[src/shared/ifb_consts.vh]
`ifndef IFB_CONSTS_VH
`define IFB_CONSTS_VH
// Widths of the data paths and addresses
`define IFB_DW_WIDTH 72
`define IFB_ADDR_WIDTH 24
`define IFB_TAG_WIDTH 2
// Bit positions of the big-endian numbered address (bit 0 is the MSB)
`define IFB_ADDR_BIT20_POS 3
`define IFB_ADDR_BIT19_POS 4
`define IFB_ADDR_BIT23_POS 0
`define IFB_GSR_LSB 1
// Increments for the instruction-fetch address
`define IFB_INCR_8 24'h000008
`define IFB_INCR_16 24'h000010
`define IFB_INCR_BIT19 24'h000010
// Return route codes
`define IFB_ROUTE_A 2'h0
`define IFB_ROUTE_B 2'h1
`define IFB_ROUTE_OPND 2'h2
`define IFB_ROUTE_DROP 2'h3
// Reset values
`define IFB_IC_RESET 24'h000000
// Fields of the 32-bit op word seen on the prep op register
`define IFB_LEN_MSB 31
`define IFB_R1_MSB 23
`define IFB_L1_MSB 23
`define IFB_L2_MSB 19
// Buffering
`define IFB_FIFO_DEPTH 8
`define IFB_FIFO_AW 3
`endif

[src/hdl/ifb_fetch_unit.v]
`timescale 1ns/1ps
`include "ifb_consts.vh"
module ifb_fetch_unit (
	input wire i_mclk, // Machine clock
	input wire i_reset, // Async reset, active high
	input wire i_ic_load, // Load new instruction counter
	input wire [23:0] i_ic_value, // New counter value
	input wire i_advance, // Prep op consumed, step counter
	input wire i_ie_instr, // Instruction runs in internal execution unit
	input wire i_exec_first, // First execute cycle
	input wire i_y_dec, // Decrement first length counter
	input wire i_z_dec, // Decrement second length counter
	input wire i_opnd_req, // Operand fetch request
	input wire [23:0] i_base, // Operand base register
	input wire [23:0] i_index, // Operand index register
	input wire i_sb_ready, // Storage bus control takes request
	input wire i_ret_valid, // Storage return latch holds a word
	input wire [71:0] i_ret_data, // Returned double word
	input wire i_ret_route, // Route register of the return (0=X,1=Y)
	output reg o_sb_req, // Storage request valid
	output reg [20:0] o_sb_addr, // Double-word address to storage
	output reg o_sb_route, // Route register used (0=X,1=Y)
	output reg o_opnd_valid, // Operand double word ready
	output reg [71:0] o_opnd_data, // Operand double word
	output reg o_prep_valid, // Prep op register holds two valid halfwords
	output reg [31:0] o_prep_op, // Prep op register
	output reg [15:0] o_branch_op, // Branch-unit op register
	output reg [15:0] o_exec_op, // Execute op register
	output reg [15:0] o_last_op, // Last-cycle op register
	output reg [3:0] o_putaway, // Put-away field register
	output reg [3:0] o_len1, // First length counter
	output reg [3:0] o_len2, // Second length counter
	output reg [23:0] o_ic // Instruction counter
);
	reg [71:0] buf_a;
	reg [71:0] buf_b;
	reg val_a;
	reg val_b;
	reg fill_a; // A fetch in flight
	reg fill_b;
	reg [23:0] ic;
	reg [23:0] holder; // storage_address_holder
	reg holder_full;
	reg [1:0] route_x; // Route register X destination
	reg [1:0] route_y;
	reg busy_x;
	reg busy_y;
	reg next_route; // Which route register is next
	reg last_was_ic; // Previous cycle issued an IC fetch
	reg [23:0] last_fetch;
	wire [23:0] eff_addr;
	wire [2:0] halfword_gate_selector;
	wire [15:0] hw0;
	wire [15:0] hw1;
	wire [2:0] ilen;
	wire [3:0] gsr_sum;
	wire cur_in_b;
	wire opnd_take;
	wire [73:0] fifo_out;
	wire fifo_valid;
	wire fifo_ready;
	wire fifo_out_valid;
	reg [2:0] next_hw;
	reg want_fetch;
	reg [23:0] next_fetch;

	// Pick a halfword out of the A-B ring by slot number
	function [15:0] ring_hw;
		input [2:0] slot;
		input [71:0] a;
		input [71:0] b;
		reg [71:0] w;
		begin
			w = slot[2] ? b : a;
			case (slot[1:0])
			2'h0: ring_hw = w[71:56];
			2'h1: ring_hw = w[55:40];
			2'h2: ring_hw = w[39:24];
			default: ring_hw = w[23:8];
			endcase
		end
	endfunction

	// Data bits 63:0 sit in 71:8, parity byte in 7:0
	assign halfword_gate_selector = ic[`IFB_ADDR_BIT20_POS:1];
	assign hw0 = ring_hw(halfword_gate_selector, buf_a, buf_b);
	assign hw1 = ring_hw(halfword_gate_selector + 3'h1, buf_a, buf_b);
	// Length code from the op code's top two bits
	assign ilen = (o_prep_op[31:30] == 2'h0) ? 3'h1 : (o_prep_op[31:30] == 2'h3) ? 3'h3 : 3'h2;
	assign gsr_sum = {1'b0, halfword_gate_selector} + {1'b0, ilen};
	assign cur_in_b = halfword_gate_selector[2];

	ifb_addr_adder u_adder (
		.i_base(i_base),
		.i_index(i_index),
		.i_disp(o_prep_op[11:0]),
		.o_sum(eff_addr)
	);

	// Returns queue here; the head is taken every cycle and the full flag is unused, so storage bus control is never stalled
	ifb_fifo #(
		.WIDTH(74),
		.DEPTH(`IFB_FIFO_DEPTH),
		.AW(`IFB_FIFO_AW)
	) u_ret_fifo (
		.i_mclk(i_mclk),
		.i_reset(i_reset),
		.i_valid(i_ret_valid),
		.i_data({i_ret_route, 1'b0, i_ret_data}),
		.o_ready(fifo_ready),
		.o_valid(fifo_out_valid),
		.o_data(fifo_out),
		.i_ready(1'b1)
	);
	assign fifo_valid = fifo_out_valid;

	// Fetch decision: which buffer is empty and what increment applies
	always @* begin
		want_fetch = 1'b0;
		next_fetch = ic + `IFB_INCR_8;
		next_hw = 3'h0;
		if (!(cur_in_b ? val_b : val_a) && !(cur_in_b ? fill_b : fill_a)) begin
			// After a counter load the current double word itself is missing
			want_fetch = 1'b1;
			next_fetch = ic;
		end else if (!(cur_in_b ? val_a : val_b) && !(cur_in_b ? fill_a : fill_b)) begin
			// The counter has already stepped past the emptied buffer, so plus 8
			// here lands where plus 16 from its last instruction would
			want_fetch = 1'b1;
			next_fetch = ic + `IFB_INCR_8;
		end
		next_hw = next_fetch[`IFB_ADDR_BIT20_POS:1];
	end

	assign opnd_take = i_opnd_req && !want_fetch;

	// Address holder, route registers and request issue
	always @(posedge i_mclk or posedge i_reset) begin
		if (i_reset) begin
			holder <= `IFB_IC_RESET;
			holder_full <= 1'b0;
			route_x <= `IFB_ROUTE_A;
			route_y <= `IFB_ROUTE_A;
			busy_x <= 1'b0;
			busy_y <= 1'b0;
			next_route <= 1'b0;
			fill_a <= 1'b0;
			fill_b <= 1'b0;
			last_was_ic <= 1'b0;
			last_fetch <= `IFB_IC_RESET;
			o_sb_req <= 1'b0;
			o_sb_addr <= 21'h000000;
			o_sb_route <= 1'b0;
		end else begin
			last_was_ic <= 1'b0;
			if (o_sb_req && i_sb_ready)
				o_sb_req <= 1'b0;
			// Returns free their route register; set by a new issue wins below
			if (fifo_valid && !fifo_out[73])
				busy_x <= 1'b0;
			if (fifo_valid && fifo_out[73])
				busy_y <= 1'b0;
			if (fifo_valid) begin
				if ((fifo_out[73] ? route_y : route_x) == `IFB_ROUTE_A)
					fill_a <= 1'b0;
				if ((fifo_out[73] ? route_y : route_x) == `IFB_ROUTE_B)
					fill_b <= 1'b0;
			end
			// Returns come back in order, so the next route register must itself be free
			if ((!o_sb_req || i_sb_ready) && !(next_route ? busy_y : busy_x) && !i_ic_load) begin
				if (want_fetch || opnd_take) begin
					holder <= want_fetch ? next_fetch : eff_addr;
					o_sb_addr <= want_fetch ? next_fetch[23:3] : eff_addr[23:3];
					o_sb_req <= 1'b1;
					o_sb_route <= next_route;
					next_route <= ~next_route;
					if (next_route) begin
						busy_y <= 1'b1;
						route_y <= want_fetch ? {1'b0, next_fetch[3]} : `IFB_ROUTE_OPND;
					end else begin
						busy_x <= 1'b1;
						route_x <= want_fetch ? {1'b0, next_fetch[3]} : `IFB_ROUTE_OPND;
					end
					if (want_fetch && next_fetch[3])
						fill_b <= 1'b1;
					if (want_fetch && !next_fetch[3])
						fill_a <= 1'b1;
					last_was_ic <= want_fetch;
					last_fetch <= next_fetch;
				end
			end
			holder_full <= o_sb_req;
			// A new counter makes in-flight instruction words stale: drop them on return
			if (i_ic_load) begin
				fill_a <= 1'b0;
				fill_b <= 1'b0;
				if (route_x != `IFB_ROUTE_OPND)
					route_x <= `IFB_ROUTE_DROP;
				if (route_y != `IFB_ROUTE_OPND)
					route_y <= `IFB_ROUTE_DROP;
			end
		end
	end

	// Steer returns from the storage return latch by route register
	always @(posedge i_mclk or posedge i_reset) begin
		if (i_reset) begin
			buf_a <= 72'h0;
			buf_b <= 72'h0;
			val_a <= 1'b0;
			val_b <= 1'b0;
			o_opnd_valid <= 1'b0;
			o_opnd_data <= 72'h0;
		end else begin
			o_opnd_valid <= 1'b0;
			if (fifo_valid) begin
				case (fifo_out[73] ? route_y : route_x)
				`IFB_ROUTE_A: begin
					buf_a <= fifo_out[71:0];
					val_a <= 1'b1;
				end
				`IFB_ROUTE_B: begin
					buf_b <= fifo_out[71:0];
					val_b <= 1'b1;
				end
				`IFB_ROUTE_OPND: begin
					o_opnd_data <= fifo_out[71:0];
					o_opnd_valid <= 1'b1;
				end
				default: begin
					// Stale instruction word after a counter load is discarded
					o_opnd_valid <= 1'b0;
				end
				endcase
			end
			// Leaving a buffer empties it
			if (i_advance && o_prep_valid && gsr_sum[2] != halfword_gate_selector[2]) begin
				if (halfword_gate_selector[2])
					val_b <= 1'b0;
				else
					val_a <= 1'b0;
			end
			if (i_ic_load) begin
				val_a <= 1'b0;
				val_b <= 1'b0;
			end
		end
	end

	// Counter update through the gate selector; carry adds into bit 19
	always @(posedge i_mclk or posedge i_reset) begin
		if (i_reset) begin
			ic <= `IFB_IC_RESET;
			o_ic <= `IFB_IC_RESET;
		end else if (i_ic_load) begin
			ic <= {i_ic_value[23:1], 1'b0};
			o_ic <= {i_ic_value[23:1], 1'b0};
		end else if (i_advance && o_prep_valid) begin
			if (gsr_sum[3]) begin
				ic <= {ic[23:4] + 20'h00001, gsr_sum[2:0], 1'b0};
				o_ic <= {ic[23:4] + 20'h00001, gsr_sum[2:0], 1'b0};
			end else begin
				ic <= {ic[23:4], gsr_sum[2:0], 1'b0};
				o_ic <= {ic[23:4], gsr_sum[2:0], 1'b0};
			end
		end
	end

	// Op registers load from the prep op register; the last-cycle op register loads from the execute op register
	always @(posedge i_mclk or posedge i_reset) begin
		if (i_reset) begin
			o_prep_op <= 32'h0;
			o_prep_valid <= 1'b0;
			o_branch_op <= 16'h0;
			o_exec_op <= 16'h0;
			o_last_op <= 16'h0;
			o_putaway <= 4'h0;
			o_len1 <= 4'h0;
			o_len2 <= 4'h0;
		end else begin
			o_prep_op <= {hw0, hw1};
			// A consumed op must not be offered again before the counter settles
			o_prep_valid <= (halfword_gate_selector[2] ? val_b : val_a) && ((halfword_gate_selector + 3'h1) < 3'h4 ? val_a : val_b) && !i_ic_load &&
				!(i_advance && o_prep_valid);
			if (i_advance && o_prep_valid) begin
				if (i_ie_instr)
					o_branch_op <= o_prep_op[31:16];
				else
					o_exec_op <= o_prep_op[31:16];
				o_putaway <= o_prep_op[`IFB_R1_MSB:20];
				o_len1 <= o_prep_op[`IFB_L1_MSB:20];
				o_len2 <= o_prep_op[`IFB_L2_MSB:16];
			end else begin
				if (i_y_dec && o_len1 != 4'h0)
					o_len1 <= o_len1 - 4'h1;
				if (i_z_dec && o_len2 != 4'h0)
					o_len2 <= o_len2 - 4'h1;
			end
			if (i_exec_first)
				o_last_op <= o_exec_op;
		end
	end
endmodule // ifb_fetch_unit

[src/hdl/ifb_fifo.v]
`timescale 1ns/1ps
`include "ifb_consts.vh"
module ifb_fifo #(
	parameter WIDTH = 74,
	parameter DEPTH = 8,
	parameter AW = 3
) (
	input wire i_mclk, // Machine clock
	input wire i_reset, // Async reset
	input wire i_valid, // Write valid
	input wire [WIDTH-1:0] i_data, // Write data
	output wire o_ready, // Not full
	output wire o_valid, // Not empty
	output wire [WIDTH-1:0] o_data, // Head word
	input wire i_ready // Reader takes head
);
	reg [WIDTH-1:0] mem [0:DEPTH-1];
	reg [AW-1:0] wr_ptr;
	reg [AW-1:0] rd_ptr;
	reg [AW:0] count;
	wire push;
	wire pop;
	assign push = i_valid && (count != DEPTH);
	assign pop = i_ready && (count != 0);
	assign o_ready = (count != DEPTH);
	assign o_valid = (count != 0);
	assign o_data = mem[rd_ptr];
	// Storage array carries no reset; only pointers and occupancy count need one
	always @(posedge i_mclk) begin
		if (push)
			mem[wr_ptr] <= i_data;
	end
	// Pointers and occupancy
	always @(posedge i_mclk or posedge i_reset) begin
		if (i_reset) begin
			wr_ptr <= {AW{1'b0}};
			rd_ptr <= {AW{1'b0}};
			count <= {(AW+1){1'b0}};
		end else begin
			if (push)
				wr_ptr <= wr_ptr + 1'b1;
			if (pop)
				rd_ptr <= rd_ptr + 1'b1;
			if (push && !pop)
				count <= count + 1'b1;
			else if (pop && !push)
				count <= count - 1'b1;
		end
	end
endmodule // ifb_fifo

[src/hdl/ifb_addr_adder.v]
`timescale 1ns/1ps
`include "ifb_consts.vh"
module ifb_addr_adder (
	input wire [23:0] i_base, // Base register value
	input wire [23:0] i_index, // Index register value
	input wire [11:0] i_disp, // Displacement field
	output wire [23:0] o_sum // Effective address
);
	// Three-input add in one cycle, wraps at 24 bits
	assign o_sum = i_base + i_index + {12'h000, i_disp};
endmodule // ifb_addr_adder

[config.mk]
export PLATFORM = sky130hd
export DESIGN_NAME = ifb_fetch_unit
export DESIGN_NICKNAME = d
export VERILOG_FILES = /design/src/hdl/ifb_fetch_unit.v /design/src/hdl/ifb_fifo.v /design/src/hdl/ifb_addr_adder.v
export VERILOG_INCLUDE_DIRS = /design/src /design/src/shared
export SDC_FILE = /design/constraint.sdc
export NUM_CORES = 2
export LEC_CHECK = 0
export BUFFER_PORTS_ARGS = -buffer_cell sky130_fd_sc_hd__buf_2
export CAP_MARGIN = 20
export CORE_MARGIN = 3
export CORE_UTILIZATION = 59
export CTS_CLUSTER_SIZE = 10
export DETAILED_ROUTE_END_ITERATION = 12
export PLACE_DENSITY = 0.79
export SYNTH_ARGS = -nofsm -noshare
export SYNTH_HDL_FRONTEND = slang
export SYNTH_SLANG_ARGS = --single-unit
[constraint.sdc]
create_clock -name i_mclk -period 14.1 [get_ports i_mclk]
set_clock_uncertainty 0.15 [all_clocks]
set_input_delay 2.115 -clock i_mclk [delete_from_list [all_inputs] [get_ports i_mclk]]
set_output_delay 2.115 -clock i_mclk [all_outputs]
set_load 0.03 [all_outputs]
-- Word-level counts from Yosys, hierarchy flattened
Memories as Yosys holds them, arrays and structs flattened.
Index checks and enable logic that the tools add are counted.
- add/subtract/negate cells: 12
- multipliers: 0
- divide/modulo/power cells: 0
- magnitude comparators: 1
- equal/unequal tests: 12
- shift-type cells: 0
- mux-type cells: 74
- bitwise operators: 2
- reduce and logical (&&, ||, !) cells: 53
- operators with widths (cell ; number):
    two-way mux 72 bit ; 2
    two-way mux 24 bit ; 4
    one-hot mux 16 bit (3 select lines) ; 2
    two-way mux 1 bit ; 46
    two-way mux 2 bit ; 13
    adder 24 x 12 -> 24 bit ; 1
    adder 24 bit ; 1
    adder 24 x 4 -> 24 bit (second input constant) ; 1
    two-way mux 4 bit ; 6
    two-way mux 21 bit ; 1
    adder 20 x 1 -> 20 bit (second input constant) ; 1
    logical AND 1 bit ; 20
    AND reduction 2 bit ; 7
    zero test 1 bit ; 13
    nonzero test 4 bit ; 3
    subtractor 4 x 1 -> 4 bit (second input constant) ; 3
    adder 3 x 1 -> 3 bit (second input constant) ; 3
    == test 2 bit (second input constant) ; 4
    zero test 2 bit ; 4
    nonzero test 2 bit ; 4
    == test 2 x 1 -> 1 bit (second input constant) ; 3
    adder 3 x 2 -> 4 bit ; 1
    adder 4 x 1 -> 4 bit (second input constant) ; 1
    inequality test 2 bit (second input constant) ; 2
    6 further kinds ; 8
- register bits: 378
- bits in latches: 0
- bits in writable memories: 584
- ROM bits: 0
- input port bits: 156
- memories kept: 1
- memory list (name ; depth ; bits a word ; rd ports ; clocked after memory_dff ; wr ports ; line ; RTL):
    u_ret_fifo.mem ; 8 ; 73 ; 1 ; 0 ; 1 ; ifb_fifo.v:17 ; reg [WIDTH-1:0] mem [0:DEPTH-1];

-- Longest topological paths before layout
- depth in word-level cells: 12
- depth in mapped cells: 13

-- By module
A second synthesis with hierarchy kept.
- cell total of the unflattened synthesis: 2389
- area total of the unflattened synthesis: 40117.2 um^2
- modules (own cells, without submodules) (module ; times used ; cells each ; area each (um^2) ; seq. area each (um^2)):
    ifb_fifo ; 1 ; 919 ; 22844.4 ; 18027.3
    ifb_fetch_unit ; 1 ; 1290 ; 15768.9 ; 8783.4
    ifb_addr_adder ; 1 ; 180 ; 1503.9 ; 0.0

-- Worst setup path before layout
OpenSTA, ideal clock, no wires.
- path type: input to register
- start: in i_ret_valid
- end: mem u_ret_fifo.mem[2][0] (netlist name) (enable)
- arrival time: 9.770 ns
- slack: 3.470 ns
- stages on the path: 2
- path through: nand2_1 nor4b_1
- cells in the longest elaborated chain, start to end: 3
- RTL lines (element ; line ; RTL):
    start: declaration ; ifb_fetch_unit.v:17 ; input wire i_ret_valid,
    logical AND 1 bit ; ifb_fifo.v:23 ; assign push = i_valid && (count != DEPTH);
    two-way mux 1 bit ; ifb_fifo.v:30 ; if (push)
    two-way mux 1 bit (implied by the code) ; ifb_fifo.v:31 ; mem[wr_ptr] <= i_data;
    end: declaration ; ifb_fifo.v:17 ;
Every way passes these cells.

-- Final worst setup path
- start: reg u_ret_fifo.rd_ptr[1]
- end: reg o_opnd_data[17]
- cells in the longest elaborated chain, start to end: 4
- RTL lines (element ; line ; RTL):
    start: declaration ; ifb_fifo.v:19 ; reg [AW-1:0] rd_ptr;
    start signal: assignment ; ifb_fifo.v:37 ; rd_ptr <= {AW{1'b0}};
    start signal: assignment ; ifb_fifo.v:43 ; rd_ptr <= rd_ptr + 1'b1;
    memory (8 x 73 bit) * ; -- ;
    two-way mux 2 bit ; ifb_fetch_unit.v:217 ; case (fifo_out[73] ? route_y : route_x)
    == test 2 bit ; ifb_fetch_unit.v:217 ;
    AND reduction 2 bit (no line) ; -- ;
    end signal: assignment ; ifb_fetch_unit.v:227 ; o_opnd_data <= fifo_out[71:0];
    end: declaration ; ifb_fetch_unit.v:24 ; output reg [71:0] o_opnd_data,
Mark *: on every way between the ends. The rest lies on a longest branch, timed or not.
A chain may end at the register's enable or synchronous reset.

==> flow_summary.ini <==
[timing]
fin_crit_sh_pct = 33.73
tns_ns = 0
period_minus_slack_ns = 4.756
drv_slew = 0
hold-worst-slack_ns = 0.3226
slew_headroom_pct = 31.97
clock.fmax_ghz = 0.2103
hold_violations = 0
rsz0062_at_grt = no
worst_pin_slew_ns = 1.020
finalSetupViolCount = 0

[cts]
numCtsBuffers = 106
cts_tree = yes
insertion_delay_ns = 0.68
post_cts_buffers = 0
hold_buffers = 0
clock-sinks = 945
clock_tree.root_cell = clkbuf_16
cts_resized = 0
cts_max_path_buffers = 3
htree_levels = 3
clk_transition_reported_paths_ns = 0.06

[critical_path]
crit_fanout = 51
cp_num_buf_inv = 2
end_kind = flip-flop
path_delay_family = buffers and inverters
critPathKind = reg2reg
worst_ep_required_time_ns = 14.47
path_cells = buf_4 > mux4_2 > mux2i_4 > mux2i_1 > nor2_4 > buf_4 > mux2_2
worst_path_most_repeated_cell = buf_4
worst_ep_arrival_time_ns = 5.13
critPathLaunchType = flip-flop
max_stage_delay_ns = 0.84
r2r_setup_slack_ns = 9.34
cpMaxStageDelayCell = dfrtp_4

[cells_and_area]
nNetsFinal = 2901
layout_common_cells = 584 x edfxtp_1, 366 x buf_2, 355 x dfrtp_1
areaGrowthSynthToFinish_pct = 15.08
final_layout_size_suffix_gt1_share_pct = 35.26
final_common_cell = edfxtp_1

[synth]
synth_ff_type = edfxtp_1
syn_area_um2 = 39240
syn-num-nets = 2502
syn_inst = 2289
synth_seq_cells = 945
ys_seq_area_share_pct = 67.71
async_flop_share_pct = 38.20
synth_enable_flop_cells = 584
ys.warnings.count = 0
avgSynthCellArea_um2 = 17.14
synth.distinct_cells = 65

[detailed_routing]
drc_errors = 0
drt-pass1-iter-count = 7
vias = 22340
routed_via_density = 6.150
drtAntennaViolNets = 0
wl_per_cell_um = 27.07
dr.first_iter.drc_count = 2122
wl_um = 98350

[die]
rows = 93
core_area_um2 = 65160
die_x_um = 263.9
fp.dieArea_um2 = 69640
io_pins = 369
die_y_um = 263.9
start_util_pct = 60.22

[pwr]
power_frac_comb_pct = 35.9
seqPwrFrac_pct = 40.1
p_sw_share_pct = 36.21
power.clock.fraction_pct = 24.0
ir_drop_mv = 0.1429
leakage_nw = 17.38
powerDensity_nw_per_um2 = 231.2
power.switching_mw = 3.780
p_int_mw = 6.660

[global_routing]
track_usage_pct = 28.42
grt_overflow_total = 0
grt_pass1_wl_um = 148700
grt_pass1_vias = 23360
grt_max_degree = 117
antenna_found_initial = 8

[worst_hold_path]
hp-class = reg2reg

[placement]
hpwl_um = 62640
portBuffers = 366
place_congestion = 0.8992

[run]
max-cap-violations = 0

[run_status]
outcome = finished, final reports clean
-- metrics by stage --
step                      instances  worst slack [ns]  total power [mW]  cell area, um2  utilization [%]
after floorplan                2289             1.816             6.696           39240                -
after global placement         3435             8.925             7.813           42010            64.47
after detailed placement       3435             8.896             7.949           42010            64.47
after CTS                      3629             9.296             10.49           45150            69.29
after global routing           3633             9.122             10.90           45160            69.30
final                          3633             9.344             10.44           45160            69.30
-- layout make-up --
cell class | instances | area [um2]
sequential | 945 | 26590
fill | 4168 | 20000
multi-input combinational | 1202 | 12130
clock buffer | 185 | 2979
timing repair buffer | 401 | 2095
tap | 855 | 1070
clock inverter | 9 | 162.7
inverter | 32 | 127.6
antenna | 4 | 10.01
-- state kept, by name, summed over array words and instances (netlist names), 4 cells and up --
name and count:
o_putaway 4, o_branch_op 16, o_last_op 16, o_len2 4
u_ret_fifo.mem 584, o_opnd_data 72, buf_b 64, o_prep_op 32
o_exec_op 16, u_ret_fifo.count 4, ic 23, buf_a 64
o_sb_addr 21, o_len1 4
-- worst register-to-register path: stages (launching register included) --
cell and delay (ns):
dfrtp_4 0.84, buf_4 0.64, mux4_2 0.43, mux2i_4 0.35, mux2i_1 0.19, nor2_4 0.74, buf_4 0.83, mux2_2 0.47
-- path summary, 6_finish.rpt --
path,endpoint,cells after the start,startpoint
min,o_putaway[2]$_DFFE_PP0P_,2,o_putaway[2]$_DFFE_PP0P_
max in group asynchronous,u_ret_fifo.rd_ptr[2]$_DFFE_PP0N_,4,i_reset
max,o_opnd_data[17]$_DFFE_PP0P_,7,u_ret_fifo.rd_ptr[1]$_DFFE_PP0N_
min in group asynchronous,o_branch_op[8]$_DFFE_PP0P_,2,i_reset
max reg2reg,o_opnd_data[17]$_DFFE_PP0P_,7,u_ret_fifo.rd_ptr[1]$_DFFE_PP0N_
min reg2reg,o_putaway[2]$_DFFE_PP0P_,2,o_putaway[2]$_DFFE_PP0P_
-- metal layers --
metal	up-vias	share of wire [%]	track usage (%)
met3	184	7.5	5.076
met4	4	3.4	10.94
met2	949	50	46.20
met5	-	0.027	0
li1	9594	-	-
met1	11610	39	38.93
-- power groups by stage --
stage | combinational (mW) | clock [mW] | sequential, mW
floorplan | 2.13 | 0 | 4.57
global placement | 3.64 | 0 | 4.17
detailed placement | 3.72 | 0 | 4.23
CTS | 3.76 | 2.55 | 4.18
global route | 3.97 | 2.67 | 4.26
finish | 3.75 | 2.51 | 4.19
-- logic make-up after synthesis --
kind of cell / count (synthesis) / synth area share (%)
xor+xnor: 67 / 1.495
fa+ha+maj: 57 / 2.047
mux: 524 / 20.01
simple gates: 337 / 3.804
flops: 945 / 67.71
compound gates: 216 / 3.367
other cells: 1 / 0.009556
buf+inv: 142 / 1.562
-- cells in the mapped netlist (all sizes together) (3+ instances only) --
| cell | count | area, um2 |
|---|---|---|
| edfxtp | 584 | 17540 |
| dfrtp | 361 | 9034 |
| mux2 | 313 | 3525 |
| mux4 | 176 | 3964 |
| nor2 | 132 | 498.0 |
| nand2 | 116 | 435.4 |
| o21ai | 83 | 415.4 |
| clkbuf | 67 | 251.5 |
| a21oi | 54 | 270.3 |
| ha | 45 | 563.0 |
| buf | 43 | 241.5 |
| xnor2 | 38 | 332.8 |
| mux2i | 35 | 362.8 |
| inv | 32 | 120.1 |
| xor2 | 29 | 254.0 |
| nand3 | 19 | 95.09 |
| o211ai | 17 | 127.6 |
| nor3 | 16 | 90.09 |
| a21o | 12 | 90.09 |
| fa | 12 | 240.2 |
| a22oi | 8 | 60.06 |
| nand2b | 8 | 50.05 |
| nand4 | 7 | 43.79 |
| a211o | 5 | 43.79 |
| and3 | 5 | 31.28 |
| nand3b | 5 | 37.54 |
| nor2b | 5 | 31.28 |
| nor3b | 5 | 42.54 |
| o21a | 5 | 37.54 |
| and2 | 4 | 25.02 |
| nor4 | 4 | 31.28 |
| o221ai | 4 | 35.03 |
| o22ai | 4 | 25.02 |
| o31ai | 4 | 30.03 |
| or2 | 3 | 18.77 |
| or3 | 3 | 18.77 |
No activity file was read; power rests on OpenSTA's default activity.
